`config.mk`:
```
export PLATFORM = sky130hd
export DESIGN_NAME = pdsc_regs
export DESIGN_NICKNAME = d
export VERILOG_FILES = /design/src/inc/pdsc_pkg.sv /design/src/hw/pdsc_regs.sv
export SDC_FILE = /design/constraint.sdc
export NUM_CORES = 1
export LEC_CHECK = 0
export BUFFER_PORTS_ARGS = -buffer_cell sky130_fd_sc_hd__buf_4
export CORE_MARGIN = 2
export CORE_UTILIZATION = 56
export DETAILED_ROUTE_END_ITERATION = 8
export GPL_TIMING_DRIVEN = 0
export PLACE_DENSITY = 0.84
export SYNTH_ARGS = -nofsm -noshare
export SYNTH_HDL_FRONTEND = slang
export SYNTH_SLANG_ARGS = --single-unit
```
`constraint.sdc`:
```
create_clock -name aclk -period 3.98 [get_ports aclk]
set_input_delay 0.199 -clock aclk [delete_from_list [all_inputs] [get_ports aclk]]
set_output_delay 0.199 -clock aclk [all_outputs]
set_load 0.01 [all_outputs]
```
`src/inc/pdsc_pkg.sv`:
```
package pdsc_pkg;

  // Bus geometry
  localparam int AXI_AW = 12;              // Byte address width
  localparam int AXI_DW = 32;              // Data width
  localparam int REG_W  = 16;              // Width of each config register

  // Register indices; byte address is four times the index
  localparam logic [7:0] IDX_PLL_CTRL = 8'h18;  // Multiplier enable
  localparam logic [7:0] IDX_DIV      = 8'h19;  // Feedback/reference div
  localparam logic [7:0] IDX_PD       = 8'h1a;  // Coarse tune, power-down
  localparam logic [7:0] IDX_REFSEL   = 8'h1b;  // Reference select
  localparam logic [7:0] IDX_STATUS   = 8'h1c;  // Decoded divider status

  // Reset values
  localparam logic [15:0] RST_PLL_CTRL = 16'h0000;
  localparam logic [15:0] RST_DIV      = 16'h0440;
  localparam logic [15:0] RST_PD       = 16'h0020;
  localparam logic [15:0] RST_REFSEL   = 16'h0000;

  // Writable bits; reserved bits store nothing and read as zero
  localparam logic [15:0] MASK_PLL_CTRL = 16'h0400;
  localparam logic [15:0] MASK_DIV      = 16'hfffc;
  localparam logic [15:0] MASK_PD       = 16'hfcff;
  localparam logic [15:0] MASK_REFSEL   = 16'hffff;

  // Field positions
  localparam int PLL_ENA_BIT   = 10;
  localparam int FB_MODE_BIT   = 15;       // Doubling mode of feedback div
  localparam int FB_LO_HI      = 14;       // Lower seven bits of feedback
  localparam int FB_LO_LO      = 8;
  localparam int REF_HI        = 7;
  localparam int REF_LO        = 4;
  localparam int BIAS_HI       = 3;
  localparam int BIAS_LO       = 2;
  localparam int COARSE_HI     = 15;
  localparam int COARSE_LO     = 10;
  localparam int BIAS_SLP_BIT  = 7;
  localparam int TSENSE_BIT    = 6;
  localparam int PLL_SLP_BIT   = 5;
  localparam int CLKRX_BIT     = 4;
  localparam int CHAN_A_BIT    = 3;
  localparam int CHAN_B_BIT    = 2;
  localparam int CHAN_C_BIT    = 1;
  localparam int CHAN_D_BIT    = 0;

  // Lowest legal seven-bit feedback code in either mode
  localparam logic [6:0] FB_MIN_CODE = 7'h04;

  // AXI response codes
  localparam logic [1:0] RESP_OKAY   = 2'h0;
  localparam logic [1:0] RESP_SLVERR = 2'h2;

  // Settings handed to the analog clock multiplier
  typedef struct packed {
    logic       enable;                    // Multiplier used, not bypassed
    logic       active;                    // Enabled and awake
    logic [7:0] fb_div;                    // Feedback divide value
    logic       fb_div_bad;                // Feedback code is illegal
    logic [4:0] ref_div;                   // Reference divide ratio 1..16
    logic [1:0] bias_tune;                 // VCO bias tuning
    logic [5:0] coarse;                    // VCO coarse tuning code
  } pdsc_pll_cfg_t;

  // Power-down levels
  typedef struct packed {
    logic bias_sleep;
    logic tsense_off;
    logic pll_sleep;
    logic clk_rx_sleep;
    logic output_strobe_sync_sleep;
    logic channel_a_powerdown;
    logic channel_b_powerdown;
    logic channel_c_powerdown;
    logic channel_d_powerdown;
  } pdsc_pwr_t;

endpackage : pdsc_pkg

```
`src/hw/pdsc_regs.sv`:
```
// The AXI4-Lite register port was left to the implementer.
`timescale 1ns/1ps

// Summary of operation
// - Top bit clear: divide by low seven
// - Top bit set: divide by twice low
// - Reference ratio is field plus one
// - Divider register resets to 0x0440
// - Coarse tuning bits 15:10 reset zero
// - Bit 7 sleeps bias amplifier
// - Bit 6 switches temperature sensor off
// - Bit 5 sleeps multiplier, reset one
// - Bit 4 sleeps clock and strobe receivers
// - Bits 3..0 sleep channels A..D
// - Power-down register resets to 0x0020
// - Enable bit selects multiplier or bypass
module pdsc_regs
  import pdsc_pkg::*;
(
  // Clock and reset
  input  wire logic                aclk,
  input  wire logic                aresetn,
  // Write address channel
  input  wire logic [AXI_AW-1:0]   s_axi_awaddr,
  input  wire logic                s_axi_awvalid,
  output logic                     s_axi_awready,
  // Write data channel
  input  wire logic [AXI_DW-1:0]   s_axi_wdata,
  input  wire logic [3:0]          s_axi_wstrb,
  input  wire logic                s_axi_wvalid,
  output logic                     s_axi_wready,
  // Write response channel
  output logic [1:0]               s_axi_bresp,
  output logic                     s_axi_bvalid,
  input  wire logic                s_axi_bready,
  // Read address channel
  input  wire logic [AXI_AW-1:0]   s_axi_araddr,
  input  wire logic                s_axi_arvalid,
  output logic                     s_axi_arready,
  // Read data channel
  output logic [AXI_DW-1:0]        s_axi_rdata,
  output logic [1:0]               s_axi_rresp,
  output logic                     s_axi_rvalid,
  input  wire logic                s_axi_rready,
  // Static levels to the analog blocks
  output pdsc_pll_cfg_t            pll_cfg,
  output pdsc_pwr_t                pwr
);

  // Byte address of a register index
  // Registers sit one per aligned word, so the index is shifted by two
  // and the low address bits must be zero for a hit
  function automatic logic [AXI_AW-1:0] byte_addr(input logic [7:0] idx);
    byte_addr = {2'h0, idx, 2'h0};
  endfunction : byte_addr

  // True when the address hits a register word
  // Shared by the write answer and the read decode
  function automatic logic is_mapped(input logic [AXI_AW-1:0] a);
    is_mapped = (a == byte_addr(IDX_PLL_CTRL)) ||
                (a == byte_addr(IDX_DIV))      ||
                (a == byte_addr(IDX_PD))       ||
                (a == byte_addr(IDX_REFSEL))   ||
                (a == byte_addr(IDX_STATUS));
  endfunction : is_mapped

  // Merge a write into a register through strobes and writable mask
  // Only the two low strobes matter; the upper half of the bus word has
  // no storage behind it, and reserved bits never keep a one, so reads
  // of them stay zero whatever software wrote
  function automatic logic [REG_W-1:0] merge(input logic [REG_W-1:0] old,
                                             input logic [AXI_DW-1:0] d,
                                             input logic [3:0] strb,
                                             input logic [REG_W-1:0] mask);
    logic [REG_W-1:0] m;
    m = old;
    if (strb[0]) begin
      m[7:0] = d[7:0];
    end
    if (strb[1]) begin
      m[15:8] = d[15:8];
    end
    merge = m & mask;
  endfunction : merge

  // Feedback divide value from the eight-bit field
  // Illegal low codes are passed through as they are; the flag beside
  // the value tells the multiplier they must not be used
  // Codes below four in either mode raise that flag
  function automatic logic [7:0] fb_value(input logic [REG_W-1:0] r);
    if (r[FB_MODE_BIT]) begin
      fb_value = {r[FB_LO_HI:FB_LO_LO], 1'b0};
    end else begin
      fb_value = {1'b0, r[FB_LO_HI:FB_LO_LO]};
    end
  endfunction : fb_value

  // Bus state machines
  // Each direction has its own two-state machine, so a read never waits
  // on a write and the other way round
  typedef enum logic {PDSC_WR_IDLE, PDSC_WR_RESP} pdsc_wr_st_t;
  typedef enum logic {PDSC_RD_IDLE, PDSC_RD_DATA} pdsc_rd_st_t;

  // Bus-side flops
  pdsc_wr_st_t        wr_st_r;            // Write response pending
  pdsc_rd_st_t        rd_st_r;            // Read data pending
  logic               awready_r;          // Address slot free
  logic               wready_r;           // Data slot free
  logic               aw_got_r;           // Address held
  logic               w_got_r;            // Data held
  logic [AXI_AW-1:0]  aw_addr_r;          // Held write address
  logic [AXI_DW-1:0]  w_data_r;           // Held write data
  logic [3:0]         w_strb_r;           // Held byte strobes
  logic [1:0]         bresp_r;            // Write response code
  logic               arready_r;          // Read address slot free
  logic [AXI_DW-1:0]  rdata_r;            // Read data
  logic [1:0]         rresp_r;            // Read response code
  // Configuration storage
  logic [REG_W-1:0]   pll_ctrl_r;         // Multiplier enable register
  logic [REG_W-1:0]   div_r;              // Divider register
  logic [REG_W-1:0]   pd_r;               // Coarse tune and power-down
  logic [REG_W-1:0]   refsel_r;           // Reference select register
  // Output flops
  pdsc_pll_cfg_t      pll_cfg_r;          // Multiplier output flops
  pdsc_pwr_t          pwr_r;              // Power-down output flops
  // Handshake and decode terms
  logic               do_write;           // Both halves of a write held
  logic               aw_hs;              // Address handshake
  logic               w_hs;               // Data handshake
  logic               ar_hs;              // Read address handshake
  logic [REG_W-1:0]   status_w;           // Status word from outputs

  // A beat moves only while its slot is open
  assign aw_hs    = s_axi_awvalid && awready_r;
  assign w_hs     = s_axi_wvalid && wready_r;
  assign ar_hs    = s_axi_arvalid && arready_r;
  assign do_write = aw_got_r && w_got_r && (wr_st_r == PDSC_WR_IDLE);
  // Status word mirrors the decoded outputs, so it reads what the
  // analog side really sees
  assign status_w = {1'b0, pll_cfg_r.active, pll_cfg_r.fb_div_bad,
                     pll_cfg_r.ref_div, pll_cfg_r.fb_div};

  // Write address slot; taken in either order with the data
  // The slot stays shut from the take until the response is accepted,
  // which keeps a second write from overtaking the first
  always_ff @(posedge aclk) begin
    if (!aresetn) begin
      awready_r <= 1'b0;
      aw_got_r  <= 1'b0;
      aw_addr_r <= '0;
    end else if (aw_hs) begin
      awready_r <= 1'b0;
      aw_got_r  <= 1'b1;
      aw_addr_r <= s_axi_awaddr;
    end else if (do_write) begin
      aw_got_r  <= 1'b0;
    end else if (!aw_got_r && wr_st_r == PDSC_WR_IDLE) begin
      awready_r <= 1'b1;
    end
  end

  // Write data slot
  // Mirrors the address slot, so either half may arrive first
  always_ff @(posedge aclk) begin
    if (!aresetn) begin
      wready_r <= 1'b0;
      w_got_r  <= 1'b0;
      w_data_r <= '0;
      w_strb_r <= '0;
    end else if (w_hs) begin
      wready_r <= 1'b0;
      w_got_r  <= 1'b1;
      w_data_r <= s_axi_wdata;
      w_strb_r <= s_axi_wstrb;
    end else if (do_write) begin
      w_got_r  <= 1'b0;
    end else if (!w_got_r && wr_st_r == PDSC_WR_IDLE) begin
      wready_r <= 1'b1;
    end
  end

  // Write response; unmapped or read-only addresses answer SLVERR
  // The answer is decided once both halves are held; bresp stays put
  // until the master takes it
  always_ff @(posedge aclk) begin
    if (!aresetn) begin
      wr_st_r <= PDSC_WR_IDLE;
      bresp_r <= RESP_OKAY;
    end else begin
      case (wr_st_r)
        PDSC_WR_IDLE: begin
          if (do_write) begin
            wr_st_r <= PDSC_WR_RESP;
            if (is_mapped(aw_addr_r) &&
                aw_addr_r != byte_addr(IDX_STATUS)) begin
              bresp_r <= RESP_OKAY;
            end else begin
              bresp_r <= RESP_SLVERR;
            end
          end
        end
        PDSC_WR_RESP: begin
          if (s_axi_bready) begin
            wr_st_r <= PDSC_WR_IDLE;
          end
        end
        default: begin
          // Unused encoding falls back to idle
          wr_st_r <= PDSC_WR_IDLE;
        end
      endcase
    end
  end

  // Configuration registers; reserved bits masked to zero
  // A write to any other address, or to the status word, leaves all
  // four untouched
  always_ff @(posedge aclk) begin
    if (!aresetn) begin
      pll_ctrl_r <= RST_PLL_CTRL;
      div_r      <= RST_DIV;
      pd_r       <= RST_PD;
      refsel_r   <= RST_REFSEL;
    end else if (do_write) begin
      if (aw_addr_r == byte_addr(IDX_PLL_CTRL)) begin
        pll_ctrl_r <= merge(pll_ctrl_r, w_data_r, w_strb_r, MASK_PLL_CTRL);
      end
      if (aw_addr_r == byte_addr(IDX_DIV)) begin
        div_r <= merge(div_r, w_data_r, w_strb_r, MASK_DIV);
      end
      if (aw_addr_r == byte_addr(IDX_PD)) begin
        pd_r <= merge(pd_r, w_data_r, w_strb_r, MASK_PD);
      end
      if (aw_addr_r == byte_addr(IDX_REFSEL)) begin
        refsel_r <= merge(refsel_r, w_data_r, w_strb_r, MASK_REFSEL);
      end
    end
  end

  // Read channel; one read in flight, data one cycle after address
  // The address is decoded at the take, so rdata is a snapshot that
  // holds while rvalid waits for rready
  always_ff @(posedge aclk) begin
    if (!aresetn) begin
      rd_st_r   <= PDSC_RD_IDLE;
      arready_r <= 1'b0;
      rdata_r   <= '0;
      rresp_r   <= RESP_OKAY;
    end else begin
      case (rd_st_r)
        PDSC_RD_IDLE: begin
          if (ar_hs) begin
            rd_st_r   <= PDSC_RD_DATA;
            arready_r <= 1'b0;
            rresp_r   <= is_mapped(s_axi_araddr) ? RESP_OKAY : RESP_SLVERR;
            // Unmapped addresses read as zero
            rdata_r   <= '0;
            if (s_axi_araddr == byte_addr(IDX_PLL_CTRL)) begin
              rdata_r[REG_W-1:0] <= pll_ctrl_r;
            end
            if (s_axi_araddr == byte_addr(IDX_DIV)) begin
              rdata_r[REG_W-1:0] <= div_r;
            end
            if (s_axi_araddr == byte_addr(IDX_PD)) begin
              rdata_r[REG_W-1:0] <= pd_r;
            end
            if (s_axi_araddr == byte_addr(IDX_REFSEL)) begin
              rdata_r[REG_W-1:0] <= refsel_r;
            end
            if (s_axi_araddr == byte_addr(IDX_STATUS)) begin
              rdata_r[REG_W-1:0] <= status_w;
            end
          end else begin
            arready_r <= 1'b1;
          end
        end
        PDSC_RD_DATA: begin
          if (s_axi_rready) begin
            rd_st_r <= PDSC_RD_IDLE;
          end
        end
        default: begin
          // Unused encoding falls back to idle
          rd_st_r <= PDSC_RD_IDLE;
        end
      endcase
    end
  end

  // Multiplier settings, registered one cycle behind the fields
  // Decoded values are driven even while the multiplier is bypassed;
  // active tells the analog side when they are in use
  always_ff @(posedge aclk) begin
    if (!aresetn) begin
      pll_cfg_r <= '0;
    end else begin
      pll_cfg_r.enable     <= pll_ctrl_r[PLL_ENA_BIT];
      pll_cfg_r.active     <= pll_ctrl_r[PLL_ENA_BIT] &&
                              !pd_r[PLL_SLP_BIT];
      pll_cfg_r.fb_div     <= fb_value(div_r);
      pll_cfg_r.fb_div_bad <= div_r[FB_LO_HI:FB_LO_LO] < FB_MIN_CODE;
      pll_cfg_r.ref_div    <= {1'b0, div_r[REF_HI:REF_LO]} + 5'h01;
      // Held at whatever software wrote; 01b is its job after reset
      pll_cfg_r.bias_tune  <= div_r[BIAS_HI:BIAS_LO];
      pll_cfg_r.coarse     <= pd_r[COARSE_HI:COARSE_LO];
    end
  end

  // Power-down levels
  // Each sleep level is a plain copy of its bit; reset leaves only the
  // multiplier asleep, matching the register default
  always_ff @(posedge aclk) begin
    if (!aresetn) begin
      pwr_r           <= '0;
      pwr_r.pll_sleep <= RST_PD[PLL_SLP_BIT];
    end else begin
      pwr_r.bias_sleep   <= pd_r[BIAS_SLP_BIT];
      pwr_r.tsense_off   <= pd_r[TSENSE_BIT];
      pwr_r.pll_sleep    <= pd_r[PLL_SLP_BIT];
      // Both receivers share one control
      pwr_r.clk_rx_sleep             <= pd_r[CLKRX_BIT];
      pwr_r.output_strobe_sync_sleep <= pd_r[CLKRX_BIT];
      pwr_r.channel_a_powerdown <= pd_r[CHAN_A_BIT];
      pwr_r.channel_b_powerdown <= pd_r[CHAN_B_BIT];
      pwr_r.channel_c_powerdown <= pd_r[CHAN_C_BIT];
      pwr_r.channel_d_powerdown <= pd_r[CHAN_D_BIT];
    end
  end

  // Port drive, all from flops
  // Valid flags are the one-bit state flops themselves
  assign s_axi_awready = awready_r;
  assign s_axi_wready  = wready_r;
  assign s_axi_bvalid  = (wr_st_r == PDSC_WR_RESP);
  assign s_axi_bresp   = bresp_r;
  assign s_axi_arready = arready_r;
  assign s_axi_rvalid  = (rd_st_r == PDSC_RD_DATA);
  assign s_axi_rdata   = rdata_r;
  assign s_axi_rresp   = rresp_r;
  assign pll_cfg       = pll_cfg_r;
  assign pwr           = pwr_r;

endmodule : pdsc_regs

```
==> flow_summary.toml, run 1 <==
[placement]
place_congestion = 0.853
port_buffers = 101
post-place-ws_ps = 2080
post-dp-hpwl_um = 9660

[synthesis]
synth_ff_type = "dfxtp_1"
synth_area_mm2 = 0.00537
synth_cell_types = 48
syn_inst = 558
syn_avg_cell_area_um2 = 9.62
synth_edf_count = 0
yosys_warnings = 0
ys_seq_elements = 132
synth-seq-area-share_pct = 49.2
synthArstFlopShare_pct = 0

[finish]
final_common_cell = "dfxtp_1"
drive_gt1_share_pct = 24.5
fill_cells = 628
fin_util_pct = 78.2
num_antenna_cells = 0
layout_common_cells = "dfxtp_1 (132), nand2_1 (123), buf_4 (121)"
areaGrowthSynthToFinish_pct = 35.2
fin_nets = 794

[grt]
antenna_found_initial = 0
track_usage_pct = 27.9
grt_first_pass_wirelength_um = 22000
grt.overflow.total = 0
grt_pass1_vias = 4566
grt_max_degree = 17

[sta]
slew_viol_final = 0
min_period_over_period_pct = 45.8
final.setup.worst_slack_ps = 2160
worst_pin_slew_ps = 667
finalHoldViolations = 0
rsz0062_at_grt = "no"
fin_tns_setup_ps = 0
setup_viol = 0
period_minus_slack_ps = 1820
skew_ps = 8.85
fmaxAchievable_ghz = 0.549
slew_headroom_pct = 55.6

[cts]
cts.sinks = 132
cts_root_buf = "clkbuf_8"
clk_latency_ps = 530
cts_setup_buffers = 0
tritoncts = "yes"
htree_levels = 4
cts.path.max_buffers = 2
cts_buffers = 17
clk_pin_slew_ps = 60

[setup_path]
path_class = "reg -> reg"
worstSetupStartpointType = "register"
critPathTopFamily = "simple AND/OR/NAND/NOR gates"
worstPathMaxFanout = 8
critPathCaptureType = "register"
worst-path-buf-inv = 0
critical_path.max_stage_delay_ps = 430
critPathArrivalTime_ps = 2260
critPathSlowestCell = "nand4_2"
required_ps = 4420
critical_path.cell_chain = "nor4_4 > and3_1 > nand4_2 > mux2i_1"

[power_and_ir_drop]
leakagePower_nw = 3.27
ir_drop_mv = 0.321
power_density_mw_per_mm2 = 434

[drt]
num_vias = 4632
drt-total-wl_um = 14100
vias_per_cell = 5.34
wl_per_cell_um = 16.3
drtIter0Drc = 293
dr.pass1.iters = 6
drc = 0
final_antenna_net_count = 0

[floorplanning]
die_h_um = 102
ios = 141
start_util_pct = 57.8
die_area_mm2 = 0.0104
core_mm2 = 0.00928
rows = 35
fp.dieW_um = 102

[min_path]
min_path_type = "in -> reg"

[job]
cap_violations = 0

[outcome]
status = "completed"
registers in the layout, summed over array words and instances, names as in the netlist:
| name | flops |
|---|---|
| s_axi_rdata | 16 |
| aw_got_r | 1 |
| s_axi_awready | 1 |
| pd_r | 14 |
| w_got_r | 1 |
| s_axi_bvalid | 1 |
| pll_cfg | 24 |
| w_strb_r | 2 |
| pll_ctrl_r | 1 |
| pwr | 8 |
| s_axi_wready | 1 |
| s_axi_rvalid | 1 |
| s_axi_rresp | 1 |
| w_data_r | 16 |
| s_axi_arready | 1 |
| s_axi_bresp | 1 |
| refsel_r | 16 |
| aw_addr_r | 12 |
| div_r | 14 |
worst min-delay path, stage by stage:
cell	delay (ps)
buf_4	90
nor2b_1	40
o21a_1	170
cell families after synthesis:
logic type      count (synthesis)  share of synthesized area (%)
simple gates                  204                           20.2
flops                         132                           49.2
compound gates                 80                           10.5
buf+inv                        71                           6.55
mux                            67                           13.0
xor+xnor                        2                          0.326
fa+ha+maj                       1                          0.233
other cells                     1                         0.0698
stage by stage:
step | cell area [um2] | hold WS, ps | power, W | instances
4_1_cts | 7260 | 7.15 | 0.00315 | 868
6_report | 7260 | 6.13 | 0.00315 | 868
3_3_place_gp | 6350 | 439 | 0.00158 | 805
3_5_place_dp | 6350 | 444 | 0.00159 | 805
2_1_floorplan | 5430 | 344 | 0.00151 | 575
5_1_grt | 7260 | 11.7 | 0.00324 | 868
routing by layer:
metal / up-vias / share of wire [%] / track usage [%]
li1: 2194 / - / -
met1: 2184 / 40 / 32.3
met2: 220 / 50 / 48.2
met3: 34 / 7.6 / 7.73
met4: 0 / 2.4 / 12.5
met5: - / 0 / 0
cell usage after synthesis (2+ instances only):
cell type	count	area [um2]
nor2_4	3	33.8
mux2i_1	56	561
and2_1	7	43.8
buf_1	3	11.3
o21ai_0	15	75.1
nand2b_1	2	12.5
mux2_2	10	113
nor3_1	4	20.0
o21a_1	3	22.5
a21o_1	10	75.1
buf_4	20	150
nor4_1	4	25.0
nand3b_1	2	15.0
nand3_1	12	60.1
nor2b_1	18	113
nor2_1	3	11.3
nand4_4	2	42.5
and4bb_2	2	25.0
nor3b_1	3	22.5
nand4_2	2	25.0
a22oi_1	10	75.1
nand2_1	123	462
a211o_1	5	43.8
dfxtp_1	132	2640
clkbuf_1	24	90.1
a21boi_0	32	240
inv_1	21	78.8
and3_1	7	43.8
buf_2	2	10.0
a21oi_1	3	15.0
where the power goes:
part           switching, W  leakage [nW]  internal, W
combinational      0.000116          1.91     0.000111
sequential        0.0000190          1.07      0.00135
clock              0.000577         0.294     0.000984
total              0.000712          3.27      0.00244
layout make-up:
cell class / instances / area (um2) / area share (%)
timing repair buffer: 132 / 1070 / 14.7
tap: 129 / 161 / 2.22
clock inverter: 13 / 156 / 2.15
sequential: 132 / 2640 / 36.4
clock buffer: 19 / 442 / 6.08
inverter: 21 / 78.8 / 1.09
multi-input combinational: 372 / 2440 / 33.6
buffer: 50 / 273 / 3.76
final timing paths:
path	cells past startpoint	start	slack [ps]	to
max	4	aw_addr_r[11]	2160	pd_r[2]
min reg2reg	2	refsel_r[3]	460	refsel_r[3]
max reg2reg	4	aw_addr_r[11]	2160	pd_r[2]
min	3	s_axi_awvalid	6	s_axi_awready
repair_timing:
action,CTS,global route
hold endpoints to repair,31,0
hold buffers,31,0
gates resized for setup,0,0
(Power assumes the default switching activity.)
==> run 2: changes to the inputs <==
Settings changed: CORE_UTILIZATION 56 to 47, PLACE_DENSITY 0.84 to 0.75.
Clock period 3.98 ns to 1.49 ns, I/O delays scaled along.
==> flow_summary.toml, run 2 (same netlist as run 1, synthesis figures left out) <==
[finish]
fin_nets = 808
fill_cells = 885
final_common_cell = "dfxtp_1"
drive_gt1_share_pct = 27.4
num_antenna_cells = 0
final_cells = 896
largest_reg_flops = 24
layout_common_cells = "dfxtp_1 (128), buf_4 (125), nand2_1 (123)"
areaGrowthSynthToFinish_pct = 41.2

[drt]
drc = 0
wl_met1_um = 5990
drtIter0Drc = 319
dr_wl_met2_um = 6780
maxUsedRoutingLayer = "met4"
final_antenna_net_count = 0
wl_per_cell_um = 15.7
num_vias = 4523
drt-total-wl_um = 14000
vias_per_cell = 5.05
dr.pass1.iters = 5
wl_met3_um = 1010

[floorplanning]
core_mm2 = 0.0113
die_h_um = 111
die_area_mm2 = 0.0123
start_util_pct = 47.6
ios = 141
fp.dieW_um = 111
rows = 39

[sta]
period_minus_slack_ps = 1620
final.setup.worst_slack_ps = -135
worst_pin_slew_ps = 598
slew_viol_final = 0
min_period_over_period_pct = 109
setup_viol = 44
skew_ps = 9.05
rsz0062_at_grt = "yes"
fmaxAchievable_ghz = 0.615
fin_tns_setup_ps = -2980
finalHoldViolations = 0
slew_headroom_pct = 60.1
hold_ws_ps = 102

[setup_path]
critical_path.cell_chain = "nor4_4 > nand4_4 > buf_4 > nor2_4 > buf_12 > mux2i_1"
cp.depth = 6
critPathCaptureType = "register"
r2r_cells = 6
worstPathMaxFanout = 8
critPathArrivalTime_ps = 1960
worst-path-buf-inv = 2
required_ps = 1830
critPathSlowestCell = "nor4_4"
critical_path.max_stage_delay_ps = 360
critPathTopFamily = "simple AND/OR/NAND/NOR gates"
path_class = "reg -> reg"
worstSetupStartpointType = "register"

[cts]
cts.path.max_buffers = 2
cts_root_buf = "clkbuf_16"
clk_latency_ps = 420
cts_buffers = 17
tritoncts = "yes"
clk_pin_slew_ps = 60
htree_levels = 4
cts.sinks = 132

[power_and_ir_drop]
ir_drop_mv = 0.782
power_density_mw_per_mm2 = 1180
leakagePower_nw = 3.43

[outcome]
violations = "negative setup slack"
status = "finished with violations"

[placement]
place_inst = 819
post-dp-hpwl_um = 9680
place_congestion = 0.869
port_buffers = 101
post-place-ws_ps = -285

[grt]
grt_max_degree = 17
grt_first_pass_wirelength_um = 22600
track_usage_pct = 23.3
antenna_found_initial = 0
grt_pass1_vias = 4538
grt.overflow.total = 0

[min_path]
whs_path_depth = 3
min_path_type = "in -> reg"

[job]
cap_violations = 0
[run 2: cell count changes in the layout (fill, tap and decap cells not counted), moves of 3 or more]
cell	change
clkbuf_1	-5
bufinv_16	+3
buf_6	+6
dfxtp_2	+4
dfxtp_1	-4
dlygate4sd3_1	+3
buf_4	+4
buf_12	+3
clkbuf_2	+3
[run 2: worst paths after layout]
path                                     from            end  slack, ps
worst max-delay path            aw_addr_r[11]   refsel_r[10]       -130
worst min-delay path                  aresetn    pll_cfg[13]        100
worst max register to register  aw_addr_r[11]   refsel_r[10]       -130
worst min register to register   s_axi_rvalid  s_axi_arready        450
[run 2: metal layers]
layer | vias up | GRT usage (%)
met3 | 26 | 6.34
met5 | - | 0
met1 | 2096 | 28.2
met4 | 0 | 8.92
met2 | 185 | 39.5
li1 | 2216 | -
[run 2: worst register-to-register path: cells and delay by family (launching register included)]
kind / cells / cell delay (ps)
simple gates: 3 / 650
buf+inv: 2 / 350
flops: 1 / 330
mux: 1 / 220
[run 2: report_power, final]
group | internal (W) | switching, W | leakage, nW
Combinational | 0.000302 | 0.000303 | 2.04
Sequential | 0.00360 | 0.0000514 | 1.07
Clock | 0.00317 | 0.00155 | 0.326
[run 2: layout make-up]
type	count	area, um2	area share (%)
clock inverters	14	233	3.07
plain buffers	48	269	3.55
inverters	21	78.8	1.04
well taps	143	179	2.36
multi-input cells	372	2480	32.7
repair buffers	148	1260	16.6
flip-flops and latches	132	2650	34.9
clock buffers	18	439	5.79
[run 2: per-stage QoR]
stage	utilization (%)	cell area (um2)	power, W
2_1_floorplan	-	5440	0.00403
3_3_place_gp	56.6	6380	0.00423
3_5_place_dp	56.6	6380	0.00424
4_1_cts	66.9	7540	0.00900
5_1_grt	67.2	7580	0.00925
6_report	67.2	7580	0.00898
[run 2: what timing repair did]
item | in CTS | in global routing
pin swaps | 7 | 19
setup buffers | 9 | 3
hold buffers | 34 | 0
endpoints found under the setup margin | 69 | 67
hold endpoints to repair | 34 | 0
gates resized for setup | 11 | 9
gates cloned | 1 | 0
==> run 3: changes to the inputs <==
Settings changed: ABC_AREA set to 1, CTS_CLUSTER_DIAMETER set to 80.
==> flow_summary.toml, run 3 <==
[floorplanning]
rows = 38
die_area_mm2 = 0.0121
start_util_pct = 48.4
fp.dieW_um = 110
core_mm2 = 0.0109
ios = 141
die_h_um = 110

[setup_path]
worstSetupStartpointType = "register"
worst-path-buf-inv = 2
crit_top_cell = "nor2_4"
critPathSlowestCell = "dfxtp_2"
path_class = "reg -> reg"
critPathArrivalTime_ps = 1890
worstPathMaxFanout = 10
critical_path.cell_chain = "nand2_2 > nor2_4 > inv_4 > nor2_4 > nand3_2 > buf_6 > o21ai_1 > a21oi_1"
required_ps = 1900
critical_path.max_stage_delay_ps = 350
critPathTopFamily = "simple AND/OR/NAND/NOR gates"
critPathCaptureType = "register"
rrSetupSlack_ps = 6

[sta]
finalHoldViolations = 0
slew_viol_final = 0
period_minus_slack_ps = 1480
worst_pin_slew_ps = 607
rsz0062_at_grt = "yes"
min_period_over_period_pct = 99.6
skew_ps = 10.1
final.setup.worst_slack_ps = 5.72
slew_headroom_pct = 59.5
fmaxAchievable_ghz = 0.674
setup_viol = 0

[grt]
grt_pass1_vias = 4829
grt_first_pass_wirelength_um = 23500
grt.overflow.total = 0
grt_max_degree = 17
track_usage_pct = 25.7
antenna_found_initial = 0

[finish]
multiInputGateArea_mm2 = 0.00219
seqCellArea_mm2 = 0.00265
fill_cells = 848
num_antenna_cells = 0
drive_gt1_share_pct = 24.1
final_common_cell = "dfxtp_1"
largest_reg_flops = 24
final_cells = 1033
areaGrowthSynthToFinish_pct = 43.1
fin_nets = 948
layout_common_cells = "dfxtp_1 (129), buf_4 (128), nand2_1 (100)"

[synthesis]
synthTopCellsByArea = "dfxtp_1 (50%), o21ai_0 (8.6%), nand2_1 (7.2%)"
syn_avg_cell_area_um2 = 7.57
ys_seq_elements = 132
synthArstFlopShare_pct = 0
synth_ff_type = "dfxtp_1"
yosysTopAreaCell = "dfxtp_1"
synthTopCellsByCount = "dfxtp_1 (132), nand2_1 (101), inv_1 (93)"
yosys_warnings = 0
synth_top_area_share_pct = 50.2
synth-seq-area-share_pct = 50.2
yosys.cell_count.top_type = "dfxtp_1"
synth_edf_count = 0
syn_inst = 696
synth_cell_types = 28
synth_area_mm2 = 0.00527

[power_and_ir_drop]
power_density_mw_per_mm2 = 1140
ir_drop_mv = 0.767
leakagePower_nw = 3.25

[placement]
port_buffers = 104
post-dp-hpwl_um = 10800
place_inst = 957
post-place-ws_ps = -257
place_congestion = 0.921

[drt]
dr.pass1.iters = 5
drc = 0
drtIter0Drc = 378
vias_per_cell = 5.12
final_antenna_net_count = 0
num_vias = 5286
wl_per_cell_um = 15.4
drt-total-wl_um = 15900

[cts]
htree_levels = 4
clk_latency_ps = 520
cts_root_buf = "clkbuf_8"
tritoncts = "yes"
cts_buffers = 17
clk_pin_slew_ps = 60
cts.path.max_buffers = 2
cts.sinks = 132

[min_path]
min_path_type = "in -> reg"

[job]
cap_violations = 0

[outcome]
status = "completed"
-- run 3: changes by cell type after synthesis, moves of 15 or more --
cell,change
a21oi_1,+66
mux2i_1,-56
o21ai_0,+75
nand3_1,+18
o211ai_1,+15
a21boi_0,-32
inv_1,+72
nor2b_1,-18
nor2_1,+68
nand2_1,-22
-- run 3: kinds of logic after synthesis --
| family | synth area share (%) |
|---|---|
| and+or+nand+nor | 18.2 |
| AOI/OAI and AO/OA | 19.1 |
| DFF | 50.2 |
| buffers and inverters | 12.2 |
| adders and majority gates | 0.238 |
| other | 0.0712 |
-- run 3: cell type report --
cell class | count | share of cell area (%)
Buffer | 50 | 4.32
Clock inverter | 12 | 2.04
Tap cell | 140 | 2.32
Timing Repair Buffer | 149 | 16.4
Multi-Input combinational cell | 433 | 29.0
Inverter | 97 | 4.90
Clock buffer | 20 | 5.91
Sequential cell | 132 | 35.1
-- run 3: what timing repair did --
item	CTS	global route
hold buffers	36	0
setup buffers	1	5
endpoints found under the hold margin	37	0
gates cloned	0	3
resized for setup	20	45
pin swaps	1	12
setup endpoints to repair	55	62
-- run 3: final timing paths --
path                                    from           to  cells after the start
worst max-delay path                aw_got_r     pd_r[14]                      8
worst min-delay path            s_axi_wvalid  w_strb_r[0]                      4
worst max register to register      aw_got_r     pd_r[14]                      8
worst min register to register       pd_r[1]       pwr[1]                      2
-- run 3: worst reg2reg max path, stage by stage, from the launching register on --
cell and delay, ps:
dfxtp_2 350, nand2_2 70, nor2_4 130, inv_4 70, nor2_4 210, nand3_2 140, buf_6 170, o21ai_1 170
a21oi_1 60
-- run 3: report_power, final --
group	internal (W)	switching, W	total, W	leakage [nW]
logic	0.000312	0.000377	0.000689	1.89
clock network	0.00264	0.00157	0.00421	0.287
registers	0.00362	0.0000801	0.00370	1.07
total	0.00657	0.00203	0.00860	3.25
-- run 3: layer usage --
metal	track usage [%]	vias to the layer above	part of all wire [%]
li1	-	2585	-
met1	31.6	2407	42
met2	42.5	248	47
met3	6.52	46	8.1
met4	11.0	0	3.0
met5	0	-	0
-- run 3: per-stage QoR --
| step | TNS [ps] | hold WS [ps] | power, W | util [%] | area, um2 |
|---|---|---|---|---|---|
| after floorplan | 0 | 188 | 0.00406 | - | 5330 |
| after global placement | -2510 | 280 | 0.00428 | 57.7 | 6290 |
| after detailed placement | -5050 | 294 | 0.00430 | 57.7 | 6290 |
| after CTS | -25.4 | 33.2 | 0.00854 | 67.4 | 7340 |
| after global routing | -520 | 80.4 | 0.00883 | 69.2 | 7540 |
| final | 0 | 51.9 | 0.00860 | 69.2 | 7540 |
